## src/hw/hdlc_rx_status_pkg.sv

```systemverilog
package hdlc_rx_status_pkg;

	// ************************************************************
	// register offsets
	// ************************************************************
	localparam logic [7:0] ADDR_SERVICE_A = 8'h20;
	localparam logic [7:0] ADDR_SERVICE_B = 8'h21;
	localparam logic [7:0] ADDR_LEN_LOW   = 8'h22;
	localparam logic [7:0] ADDR_LEN_HIGH  = 8'h23;
	localparam logic [7:0] ADDR_ENDPT_A   = 8'h24;
	localparam logic [7:0] ADDR_ENDPT_B   = 8'h25;
	localparam logic [7:0] ADDR_STATUS    = 8'h26;
	localparam logic [7:0] ADDR_CMD       = 8'h27;
	localparam logic [7:0] ADDR_MODE      = 8'h28;
	localparam logic [7:0] ADDR_TEST      = 8'h29;

	// ************************************************************
	// reset values and fixed identifiers
	// ************************************************************
	localparam logic [7:0] RST_SERVICE = 8'hfc;
	localparam logic [7:0] RST_ENDPT   = 8'hff;
	localparam logic [7:0] RST_STATUS  = 8'h0f;
	localparam logic [7:0] RST_ZERO    = 8'h00;
	localparam logic [2:0] RST_MODE    = 3'h2;
	localparam logic [7:0] GROUP_SVC_A = 8'hfc;
	localparam logic [7:0] GROUP_SVC_B = 8'hfe;
	localparam logic [7:0] GROUP_EP    = 8'hff;
	localparam logic [7:0] SVC_CMP_MSK = 8'hfc;

	// ************************************************************
	// field positions
	// ************************************************************
	localparam int MASK_BIT    = 0;
	localparam int CMD_RELEASE = 7;
	localparam int CMD_RESET   = 6;
	localparam int LOOP_BIT    = 0;
	localparam int CR_BIT      = 1;
	localparam int LEN_W       = 12;
	localparam logic [11:0] LEN_MAX = 12'hfff;

	// ************************************************************
	// modes and codes
	// ************************************************************
	localparam logic [2:0] MODE_ONE_BYTE = 3'h2;
	localparam logic [2:0] MODE_TWO_BYTE = 3'h3;
	localparam logic [2:0] MODE_EXT_TRN  = 3'h4;
	localparam logic [2:0] MODE_TRN2     = 3'h5;
	localparam logic [2:0] MODE_TRN0     = 3'h6;
	localparam logic [2:0] MODE_TRN1     = 3'h7;
	localparam logic [1:0] SVC_HIT_A     = 2'h2;
	localparam logic [1:0] SVC_HIT_B     = 2'h0;
	localparam logic [1:0] SVC_HIT_G     = 2'h1;
	localparam logic [1:0] SVC_NONE      = 2'h3;

	typedef struct packed {
		logic       frame_valid;
		logic       rx_bytes_lost;
		logic       crc_ok;
		logic       frame_aborted;
		logic [1:0] service_hit_code;
		logic       endpoint_hit_flag;
		logic       cmd_resp;
	} frame_status_t;

	typedef struct packed {
		logic       valid;
		logic [7:0] data;
	} byte_beat_t;

	typedef enum logic [1:0] {
		ST_IDLE,
		ST_FRAME,
		ST_HELD
	} rx_state_t;

endpackage

```

## src/hw/hdlc_rx_status.sv

```systemverilog
`timescale 1ns/10ps
module hdlc_rx_status
	import hdlc_rx_status_pkg::*;
(
	// clock and reset
	input  wire logic       sys_clk,
	input  wire logic       srst,
	// register port
	input  wire logic [7:0] reg_addr,
	input  wire logic [7:0] reg_wdata,
	input  wire logic       reg_wr,
	input  wire logic       reg_rd,
	output logic      [7:0] reg_rdata,
	// byte stream from layer 1 deframer
	input  wire byte_beat_t l1_beat,
	input  wire logic       l1_start,
	input  wire logic       l1_end,
	input  wire logic       l1_abort,
	input  wire logic       l1_octet_ok,
	input  wire logic       l1_crc_ok,
	// byte stream from layer 2 transmitter
	input  wire byte_beat_t l2_tx_beat,
	input  wire logic       l2_tx_start,
	input  wire logic       l2_tx_end,
	input  wire logic       l2_tx_abort,
	input  wire logic       l2_tx_octet_ok,
	input  wire logic       l2_tx_crc_ok,
	input  wire logic       serial_if_active,
	// receive queue
	input  wire logic       queue_full,
	output byte_beat_t      rx_frame_queue,
	output logic            rx_frame_queue_last,
	output logic            rx_queue_release,
	output logic            rx_queue_clear,
	output logic            frame_accepted,
	output logic            rx_message_end_irq
);

	// ************************************************************
	// registers
	// ************************************************************
	logic [7:0]    first_service_id_a;
	logic [7:0]    first_service_id_b;
	logic [7:0]    endpoint_id_a;
	logic [7:0]    endpoint_id_b;
	logic [7:0]    layer2_test_control;
	logic [2:0]    transfer_mode_sel;
	frame_status_t rx_frame_status;
	logic [11:0]   rx_count;
	logic          length_exceeded;
	logic [11:0]   len_hold;
	logic          ovf_hold;
	rx_state_t     state;
	logic [1:0]    addr_idx;
	logic [7:0]    addr_first;
	logic [7:0]    addr_second;
	logic          lost;

	wire logic first_byte_mask_en  = first_service_id_a[MASK_BIT];
	wire logic second_byte_mask_en = first_service_id_b[MASK_BIT];
	wire logic layer2_loopback     = layer2_test_control[LOOP_BIT];
	wire logic wr_cmd              = reg_wr && (reg_addr == ADDR_CMD);
	wire logic rx_release_cmd      = wr_cmd && reg_wdata[CMD_RELEASE];
	wire logic rx_reset_cmd        = wr_cmd && reg_wdata[CMD_RESET];

	always_ff @(posedge sys_clk) begin
		if (srst) begin
			first_service_id_a  <= RST_SERVICE;
			first_service_id_b  <= RST_SERVICE;
			endpoint_id_a       <= RST_ENDPT;
			endpoint_id_b       <= RST_ENDPT;
			layer2_test_control <= RST_ZERO;
			transfer_mode_sel   <= RST_MODE;
		end else if (reg_wr) begin
			case (reg_addr)
				ADDR_SERVICE_A: first_service_id_a  <= reg_wdata;
				ADDR_SERVICE_B: first_service_id_b  <= reg_wdata;
				ADDR_ENDPT_A:   endpoint_id_a       <= reg_wdata;
				ADDR_ENDPT_B:   endpoint_id_b       <= reg_wdata;
				ADDR_TEST:      layer2_test_control <= {7'h00, reg_wdata[LOOP_BIT]};
				ADDR_MODE:      transfer_mode_sel   <= reg_wdata[2:0];
				default: ;
			endcase
		end
	end

	// ************************************************************
	// source select
	// ************************************************************
	// loopback only counts while the serial bus is up
	wire logic        use_loop = layer2_loopback && serial_if_active;
	wire byte_beat_t  in_beat  = use_loop ? l2_tx_beat : l1_beat;
	wire logic        in_start = use_loop ? l2_tx_start : l1_start;
	wire logic        in_end   = use_loop ? l2_tx_end : l1_end;
	wire logic        in_abort = use_loop ? l2_tx_abort : l1_abort;
	wire logic        in_oct   = use_loop ? l2_tx_octet_ok : l1_octet_ok;
	wire logic        in_crc   = use_loop ? l2_tx_crc_ok : l1_crc_ok;

	// ************************************************************
	// address comparison
	// ************************************************************
	// service compare leaves out the command/response bit and bit 0, which holds
	// a mask control in the register and the extension bit on the line
	logic       svc_a, svc_b, svc_g, ep_a, ep_b, ep_g;
	logic [1:0] svc_code;
	logic       ep_flag, accept, is_one, is_two;

	always_comb begin
		svc_g = ((addr_first & SVC_CMP_MSK) == (GROUP_SVC_A & SVC_CMP_MSK))
			|| ((addr_first & SVC_CMP_MSK) == (GROUP_SVC_B & SVC_CMP_MSK));
		ep_g  = (addr_second == GROUP_EP);
		if (first_byte_mask_en) begin
			svc_a = ((addr_first ^ first_service_id_a) & SVC_CMP_MSK
				& ~first_service_id_b) == 8'h00;
			svc_b = 1'b0;
		end else begin
			svc_a = ((addr_first ^ first_service_id_a) & SVC_CMP_MSK) == 8'h00;
			svc_b = ((addr_first ^ first_service_id_b) & SVC_CMP_MSK) == 8'h00;
		end
		if (second_byte_mask_en) begin
			ep_a = ((addr_second ^ endpoint_id_a) & ~endpoint_id_b) == 8'h00;
			ep_b = 1'b0;
		end else begin
			ep_a = addr_second == endpoint_id_a;
			ep_b = addr_second == endpoint_id_b;
		end
		// a wins over b, so equal values never give code 00
		if (svc_a) svc_code = SVC_HIT_A;
		else if (svc_b) svc_code = SVC_HIT_B;
		else if (svc_g) svc_code = SVC_HIT_G;
		else svc_code = SVC_NONE;
		is_one  = transfer_mode_sel == MODE_ONE_BYTE;
		is_two  = transfer_mode_sel == MODE_TWO_BYTE;
		ep_flag = 1'b0;
		accept  = 1'b1;
		case (transfer_mode_sel)
			MODE_ONE_BYTE: begin
				ep_flag = ep_a;
				accept  = ep_a || ep_b;
			end
			MODE_TWO_BYTE: begin
				ep_flag = ep_a || ep_b;
				accept  = (svc_code != SVC_NONE) && (ep_a || ep_b || ep_g);
			end
			MODE_TRN1: accept = svc_code != SVC_NONE;
			MODE_TRN2: begin
				ep_flag = ep_a || ep_b;
				accept  = ep_a || ep_b || ep_g;
			end
			default: accept = 1'b1;
		endcase
	end

	// ************************************************************
	// frame tracking
	// ************************************************************
	wire logic byte_in = in_beat.valid && (state == ST_FRAME);
	// first byte of a one-byte address is the endpoint byte
	wire logic one_addr = is_one;

	always_ff @(posedge sys_clk) begin
		if (srst || rx_reset_cmd) begin
			state       <= ST_IDLE;
			rx_count    <= 12'h000;
			length_exceeded <= 1'b0;
			addr_idx    <= 2'h0;
			addr_first  <= RST_ZERO;
			addr_second <= RST_ZERO;
			lost        <= 1'b0;
		end else begin
			case (state)
				ST_IDLE: begin
					if (in_start) begin
						state           <= ST_FRAME;
						rx_count        <= 12'h000;
						length_exceeded <= 1'b0;
						addr_idx        <= 2'h0;
						lost            <= 1'b0;
					end
				end
				ST_FRAME: begin
					if (byte_in) begin
						if (rx_count == LEN_MAX) length_exceeded <= 1'b1;
						else rx_count <= rx_count + 12'h001;
						if (queue_full) lost <= 1'b1;
						if (addr_idx == 2'h0) begin
							if (one_addr) addr_second <= in_beat.data;
							else addr_first <= in_beat.data;
							addr_idx <= 2'h1;
						end else if (addr_idx == 2'h1) begin
							if (!one_addr) addr_second <= in_beat.data;
							addr_idx <= 2'h2;
						end
					end
					if (in_end || in_abort) state <= ST_HELD;
				end
				ST_HELD: begin
					if (rx_release_cmd) state <= ST_IDLE;
				end
				default: state <= ST_IDLE;
			endcase
		end
	end

	// ************************************************************
	// status capture and length hold
	// ************************************************************
	wire logic frame_done = (state == ST_FRAME) && (in_end || in_abort);
	frame_status_t next_status;

	always_comb begin
		next_status.frame_valid       = in_oct && !in_abort;
		next_status.rx_bytes_lost     = lost || (byte_in && queue_full);
		next_status.crc_ok            = in_crc && !in_abort;
		next_status.frame_aborted     = in_abort;
		next_status.service_hit_code  = (is_two || transfer_mode_sel == MODE_TRN1)
			? svc_code : SVC_NONE;
		next_status.endpoint_hit_flag = ep_flag;
		next_status.cmd_resp          = addr_first[CR_BIT];
	end

	always_ff @(posedge sys_clk) begin
		if (srst) begin
			rx_frame_status <= RST_STATUS;
		end else if (frame_done) begin
			rx_frame_status <= next_status;
		end
	end

	always_ff @(posedge sys_clk) begin
		if (srst || rx_reset_cmd) begin
			len_hold <= 12'h000;
			ovf_hold <= 1'b0;
		end else if (frame_done) begin
			// a stray release in the closing cycle must not lose the new length
			len_hold <= rx_count;
			ovf_hold <= length_exceeded || (byte_in && rx_count == LEN_MAX);
		end else if (rx_release_cmd) begin
			len_hold <= 12'h000;
			ovf_hold <= 1'b0;
		end
	end

	// ************************************************************
	// receive queue outputs
	// ************************************************************
	always_ff @(posedge sys_clk) begin
		if (srst) begin
			rx_frame_queue      <= '0;
			rx_frame_queue_last <= 1'b0;
			rx_queue_release    <= 1'b0;
			rx_queue_clear      <= 1'b0;
			frame_accepted      <= 1'b0;
			rx_message_end_irq  <= 1'b0;
		end else begin
			rx_queue_release   <= rx_release_cmd && (state == ST_HELD);
			rx_queue_clear     <= rx_reset_cmd;
			rx_message_end_irq <= frame_done && !rx_reset_cmd;
			if (frame_done) begin
				rx_frame_queue      <= '{valid: 1'b1, data: next_status};
				rx_frame_queue_last <= 1'b1;
				frame_accepted      <= accept;
			end else begin
				rx_frame_queue      <= '{valid: byte_in && !queue_full, data: in_beat.data};
				rx_frame_queue_last <= 1'b0;
			end
		end
	end

	// ************************************************************
	// register read
	// ************************************************************
	always_ff @(posedge sys_clk) begin
		if (srst) begin
			reg_rdata <= RST_ZERO;
		end else if (reg_rd) begin
			case (reg_addr)
				ADDR_SERVICE_A: reg_rdata <= first_service_id_a;
				ADDR_SERVICE_B: reg_rdata <= first_service_id_b;
				ADDR_LEN_LOW:   reg_rdata <= len_hold[7:0];
				ADDR_LEN_HIGH:  reg_rdata <= {3'h0, ovf_hold, len_hold[11:8]};
				ADDR_ENDPT_A:   reg_rdata <= endpoint_id_a;
				ADDR_ENDPT_B:   reg_rdata <= endpoint_id_b;
				ADDR_STATUS:    reg_rdata <= rx_frame_status;
				ADDR_MODE:      reg_rdata <= {5'h00, transfer_mode_sel};
				ADDR_TEST:      reg_rdata <= layer2_test_control;
				default:        reg_rdata <= RST_ZERO;
			endcase
		end else begin
			reg_rdata <= RST_ZERO;
		end
	end

endmodule

```

## config.mk

```make
export PLATFORM = sky130hd
export DESIGN_NAME = hdlc_rx_status
export DESIGN_NICKNAME = d
export VERILOG_FILES = /design/src/hw/hdlc_rx_status_pkg.sv /design/src/hw/hdlc_rx_status.sv
export SDC_FILE = /design/constraint.sdc
export NUM_CORES = 1
export LEC_CHECK = 0
export BUFFER_PORTS_ARGS = -buffer_cell sky130_fd_sc_hd__clkbuf_2
export CAP_MARGIN = 20
export CORE_UTILIZATION = 42
export DETAILED_ROUTE_END_ITERATION = 6
export PLACE_DENSITY = 0.71
export SLEW_MARGIN = 25
export SYNTH_ARGS = -nofsm -noshare
export SYNTH_HDL_FRONTEND = slang
export SYNTH_SLANG_ARGS = --single-unit
export TNS_END_PERCENT = 1
```

## constraint.sdc

```tcl
create_clock -name sys_clk -period 1.94 [get_ports sys_clk]
set_input_delay 0.388 -clock sys_clk [delete_from_list [all_inputs] [get_ports sys_clk]]
set_output_delay 0.388 -clock sys_clk [all_outputs]
set_load 0.1 [all_outputs]
```

# --- Yosys cells after proc, flatten, opt, wreduce, memory -nomap -nowiden ---
# Cells that the tools add are included.
totals:
  reg_bits: 113
  inputBits: 50
  out_inout_bits: 22
classes:
  n_addsub: 1
  eq_ne: 33
  mux: 47
  n_bitwise: 9
  n_reduce_logical: 48
op_table:
  columns: ["operator", "count"]
  rows:
  - ["$eq A8 B6 Y1 const B", 10]
  - ["$pmux W8 S9", 1]
  - ["$mux W12", 5]
  - ["$logic_not A8 Y1", 4]
  - ["$mux W8", 4]
  - ["$pmux W12 S2", 1]
  - ["$xor A8 B8 Y8", 3]
  - ["$mux W2", 11]
  - ["$reduce_and A4 Y1", 5]
  - ["$mux W9", 2]
  - ["$mux W1", 17]
  - ["$and A8 B8 Y8", 2]
  - ["$eq A8 B8 Y1", 2]
  - ["$ne A2 B2 Y1 const B", 8]
  - ["$not A8 Y8", 2]
  - ["$logic_and A1 B1 Y1", 14]
  - ["$add A12 B1 Y12 const B", 1]
  - ["$eq A12 B12 Y1 const B", 1]
  - ["$reduce_and A2 Y1", 6]
  - ["$eq A8 B8 Y1 const B", 1]
  - ["$logic_or A1 B1 Y1", 7]
  - ["$eq A3 B2 Y1 const B", 2]
  - ["$eq A3 B3 Y1 const B", 2]
  - ["$eq A6 B6 Y1 const B", 1]
  - ["15 further kinds", 26]

# --- Depth between registers and ports, before layout ---
depth:
  ltp_word: 8
  mapped_depth: 8
  depth_no_buf: 7

# --- Least setup slack after synthesis ---
# Ideal clock, no wire load.
synth_timing:
  kind: "input -> register"
  startpoint: "input reg_addr[4]"
  endpoint: "register endpoint_id_a[6]"
  setup_ns: 0.120
  t_arrival_ns: 1.952
  t_required_ns: 1.820
  setup_slack_ns: -0.131
  path_stages: 7
  path_buffers: 2
  cell_sequence: "or4b_4 -> or3_1 -> buf_6 -> nor2_8 -> buf_6 -> nor2b_1 -> a211o_1"
synth_via:
  elab_chain_cells: 2
synth_lines:
  columns: ["element", "line", "source"]
  rows:
  - ["start: declaration", "hdlc_rx_status.sv:9", "input wire logic [7:0] reg_addr,"]
  - ["$eq A8 B6 Y1", "hdlc_rx_status.sv:75", "case (reg_addr)"]
  - ["$reduce_and A2 Y1 (no line)", null, null]
  - ["end signal: assignment", "hdlc_rx_status.sv:78", "ADDR_ENDPT_A: endpoint_id_a <= reg_wdata;"]
  - ["end: declaration", "hdlc_rx_status.sv:44", "logic [7:0] endpoint_id_a;"]
# No other way between the ends.
# A chain may end at the register's enable or synchronous reset.

# --- Final worst setup path ---
layout_timing:
  startpoint: "register addr_second[6]"
  endpoint: "register rx_frame_queue[1] (netlist name)"
layout_via:
  elab_chain_cells: 7
  elab_cells_between_ends: 10
  cone_classes: "eq/ne: 2; mux: 4; bitwise: 2; reduce/logical: 2"
layout_lines:
  columns: ["element", "line", "source"]
  rows:
  - ["start: declaration", "hdlc_rx_status.sv:56", "logic [7:0] addr_second;"]
  - ["start signal: assignment", "hdlc_rx_status.sv:187", "if (one_addr) addr_second <= in_beat.data;"]
  - ["start signal: assignment", "hdlc_rx_status.sv:191", "if (!one_addr) addr_second <= in_beat.data;"]
  - ["$xor A8 B8 Y8", "hdlc_rx_status.sv:121", "ep_a = ((addr_second ^ endpoint_id_a) & ~endpoint_id_b) == 8'h00;"]
  - ["$and A8 B8 Y8", "hdlc_rx_status.sv:121", null]
  - ["$logic_not A8 Y1", "hdlc_rx_status.sv:121", null]
  - ["$mux W1", "hdlc_rx_status.sv:120", "if (second_byte_mask_en) begin"]
  - ["$logic_or A1 B1 Y1", "hdlc_rx_status.sv:142, hdlc_rx_status.sv:147", null]
  - ["$pmux W1 S2 (*)", "hdlc_rx_status.sv:136", "case (transfer_mode_sel)"]
  - ["$mux W9 (*)", "hdlc_rx_status.sv:259", "if (frame_done) begin"]
  - ["end signal: assignment", "hdlc_rx_status.sv:260", "rx_frame_queue <= '{valid: 1'b1, data: next_status};"]
  - ["end signal: assignment", "hdlc_rx_status.sv:264", "rx_frame_queue <= '{valid: byte_in && !queue_full, data: in_beat.data};"]
  - ["end: declaration", "hdlc_rx_status.sv:31", "output byte_beat_t rx_frame_queue,"]
# Every way passes the cells marked *; elsewhere a longest branch is shown, timed or not.

==> reports/metrics.yaml <==
synthTopCellsByArea: "dfxtp_1 (43%), nor2_1 (4.7%), nand2_1 (3.5%)"
fmax_mhz: 494
setup_viol: 1
ys_seq_area_share_pct: 42.9
synth-edff-count: 0
p_leak_nw: 2.70
die_x_um: 114
r2r-start: "addr_second[6]$_SDFFE_PP0P_"
wirelength_um: 15700
synth-seq-cells: 112
yosysWarnings: 0
wl_per_cell_um: 17.6
rrSetupSlack_ps: -80
vias: 4932
grt_use_total_pct: 25.2
clock_path_buffers: 2
grt_pass1_wl_um: 24900
critPathCapture: "rx_frame_queue[1]$_SDFF_PP0_"
die_h_um: 114
hp-start: "reg_wdata[4]"
route.detailed.drc: 0
final_max_slew_viol_count: 0
min_path_type: "input pin to flip-flop"
numCtsBuffers: 9
slew_headroom_pct: 61.3
p_per_area_nw_per_um2: 717
overflow: 0
outcome: "finished with violations"
fillers: 1097
vdd_ir_drop_max_mv: 0.438
port_buffers: 71
finalNetCount: 767
cp.arrival_ps: 2280
first_pass_iters: 5
fin_util_pct: 55.3
synth_area_leader_cell: "dfxtp_1"
fin_tns_setup_ps: -84.7
clkTransAtPathRegs_ps: 70
first_global_vias: 4686
cp_num_buf_inv: 0
critPathTopFamily: "compound AO/OA/AOI/OAI gates"
core-area_um2: 12100
finalHoldViolCount: 0
initial_utilization_pct: 43.4
worst_setup_path_start_kind: "flip-flop"
ys_types: 67
async_flop_share_pct: 0
max_stage_delay_ps: 390
vias_per_cell: 5.55
root_buffer: "clkbuf_16"
maxCapViolCount: 0
gp_congestion: 0.891
cts_setup_buffers: 0
synth_nets: 630
synthFlopType: "dfxtp_1"
die_area_um2: 12900
grt_max_degree: 56
clk-insertion-delay-late_ps: 360
rows: 40
drive_gt1_share_pct: 27.7
cts_tree: "built"
criticalPathCategory: "flip-flop to flip-flop"
critPathRequiredTime_ps: 2190
synth_top_area_share_pct: 42.9
antenna_cells: 0
worstSetupStartpoint: "addr_second[6]$_SDFFE_PP0P_"
finClkSkew_ps: 11.0
cp_max_fo: 2
layout_min_cycle_time_ps: 2020
dr.first_iter.drc_count: 377
synth_cells: 579
htree_levels: 3
end_kind: "flip-flop"
r2r-end: "rx_frame_queue[1]$_SDFF_PP0_"
ant_nets: 0
syn_area_um2: 5230
synth_common_cells: "dfxtp_1 (112), nor2_1 (65), nand2_1 (49), a21oi_1 (23)"
r2r_cells: 6
syn_to_final_growth_pct: 27.5
fin_crit_sh_pct: 104
antenna_found_initial: 0
setup_slack_ps: -84.7
worst_pin_slew_ps: 580
rsz0062_at_grt: "true"
violations: "setup timing"
crit_cells: 6
yosysMostFrequentCell: "dfxtp_1"
ios: 72
hpwlAfterDp_um: 12000
synth_area_per_cell_um2: 9.03
cpMaxStageDelayCell: "a222oi_1"
path_cells: "xor2_1 -> a222oi_1 -> nand3_1 -> o211ai_1 -> nand4b_1 -> a221oi_2"
cts_sinks: 112
[metrics by stage]
| stage | total power, mW | setup WS [ps] | cell area (µm²) | hold WS (ps) | instances |
|---|---|---|---|---|---|
| 2_1_floorplan | 2.77 | -105 | 5240 | 432 | 579 |
| 3_3_place_gp | 3.00 | -262 | 6330 | 457 | 874 |
| 3_5_place_dp | 3.01 | -292 | 6330 | 467 | 874 |
| 4_1_cts | 4.79 | -65.4 | 6630 | 322 | 889 |
| 5_1_grt | 4.93 | -179 | 6670 | 326 | 889 |
| 6_report | 4.78 | -84.7 | 6670 | 314 | 889 |
[logic make-up (layout without fill, tap and decap cells)]
| family | count (synthesis) | count (layout) | synth area share, % |
|---|---|---|---|
| muxes | 18 | 18 | 3.47 |
| adders and majority gates | 1 | 1 | 0.239 |
| buffers and inverters | 38 | 180 | 3.30 |
| and+or+nand+nor | 227 | 227 | 23.0 |
| xor gates and xnor gates | 40 | 40 | 6.70 |
| AOI/OAI and AO/OA | 143 | 143 | 20.4 |
| DFF | 112 | 112 | 42.9 |
[how the worst min path moves through the flow]
stage | endpoint | cells past startpoint
floorplan | first_service_id_b[1]$_SDFFE_PP0P_ | 2
detailed placement | lost$_SDFFE_PP0P_ | 2
CTS | endpoint_id_b[4]$_SDFFE_PP1P_ | 2
finish | endpoint_id_b[4]$_SDFFE_PP1P_ | 2
global route | endpoint_id_a[5]$_SDFFE_PP1P_ | 2
global placement | length_exceeded$_SDFFE_PP0P_ | 2
[area by class of cell]
type,count,area (µm²),share of cell area (%)
Multi-Input combinational cell,429,2880,43.1
Sequential cell,112,2250,33.7
Timing Repair Buffer,157,1030,15.4
Clock buffer,12,256,3.85
Tap cell,168,210,3.15
Clock inverter,4,27.5,0.413
Inverter,7,26.3,0.394
[layer usage]
layer | global-route usage (%) | share of wire (%)
met1 | 34.8 | 46
met2 | 39.8 | 45
met3 | 4.14 | 6.8
met4 | 8.95 | 1.7
met5 | 0 | 0
[sequential cells by signal (all words and copies together) (netlist names), 2 cells and up]
| signal | count |
|---|---|
| first_service_id_b | 8 |
| state | 2 |
| transfer_mode_sel | 3 |
| addr_first | 7 |
| rx_frame_status | 8 |
| endpoint_id_b | 8 |
| len_hold | 12 |
| rx_count | 12 |
| rx_frame_queue | 9 |
| reg_rdata | 8 |
| addr_second | 8 |
| first_service_id_a | 8 |
| endpoint_id_a | 8 |
| addr_idx | 2 |
[cells in the final DEF (no fill, tap or decap), drive strengths merged, types with 3 or more instances in the layout]
master / instances
nor4: 7
or3: 3
o32ai: 3
nand3b: 13
mux2i: 17
and3: 5
a211o: 20
nor2b: 17
a22oi: 11
a211oi: 21
nor4b: 3
nor2: 68
a22o: 17
o21ai: 8
clkinv: 3
a221oi: 4
nand4: 8
nand2: 50
xnor2: 21
dfxtp: 112
nor3: 17
o22ai: 3
a21oi: 25
nand4b: 4
nand3: 13
a31oi: 6
inv: 8
and2: 4
xor2: 19
clkbuf: 83
buf: 86
nand2b: 7
a21o: 3
[report_power, final]
part	internal [mW]	leakage, nW	switching [mW]
clock	0.946	0.143	0.867
combinational	0.208	1.65	0.379
sequential	2.34	0.909	0.0352
[timing repair]
action,CTS,global route
gates resized for setup,5,8
pin swaps,7,6
setup endpoints to repair,15,39
hold buffers,0,0
No activity file was read; power rests on OpenSTA's default activity.
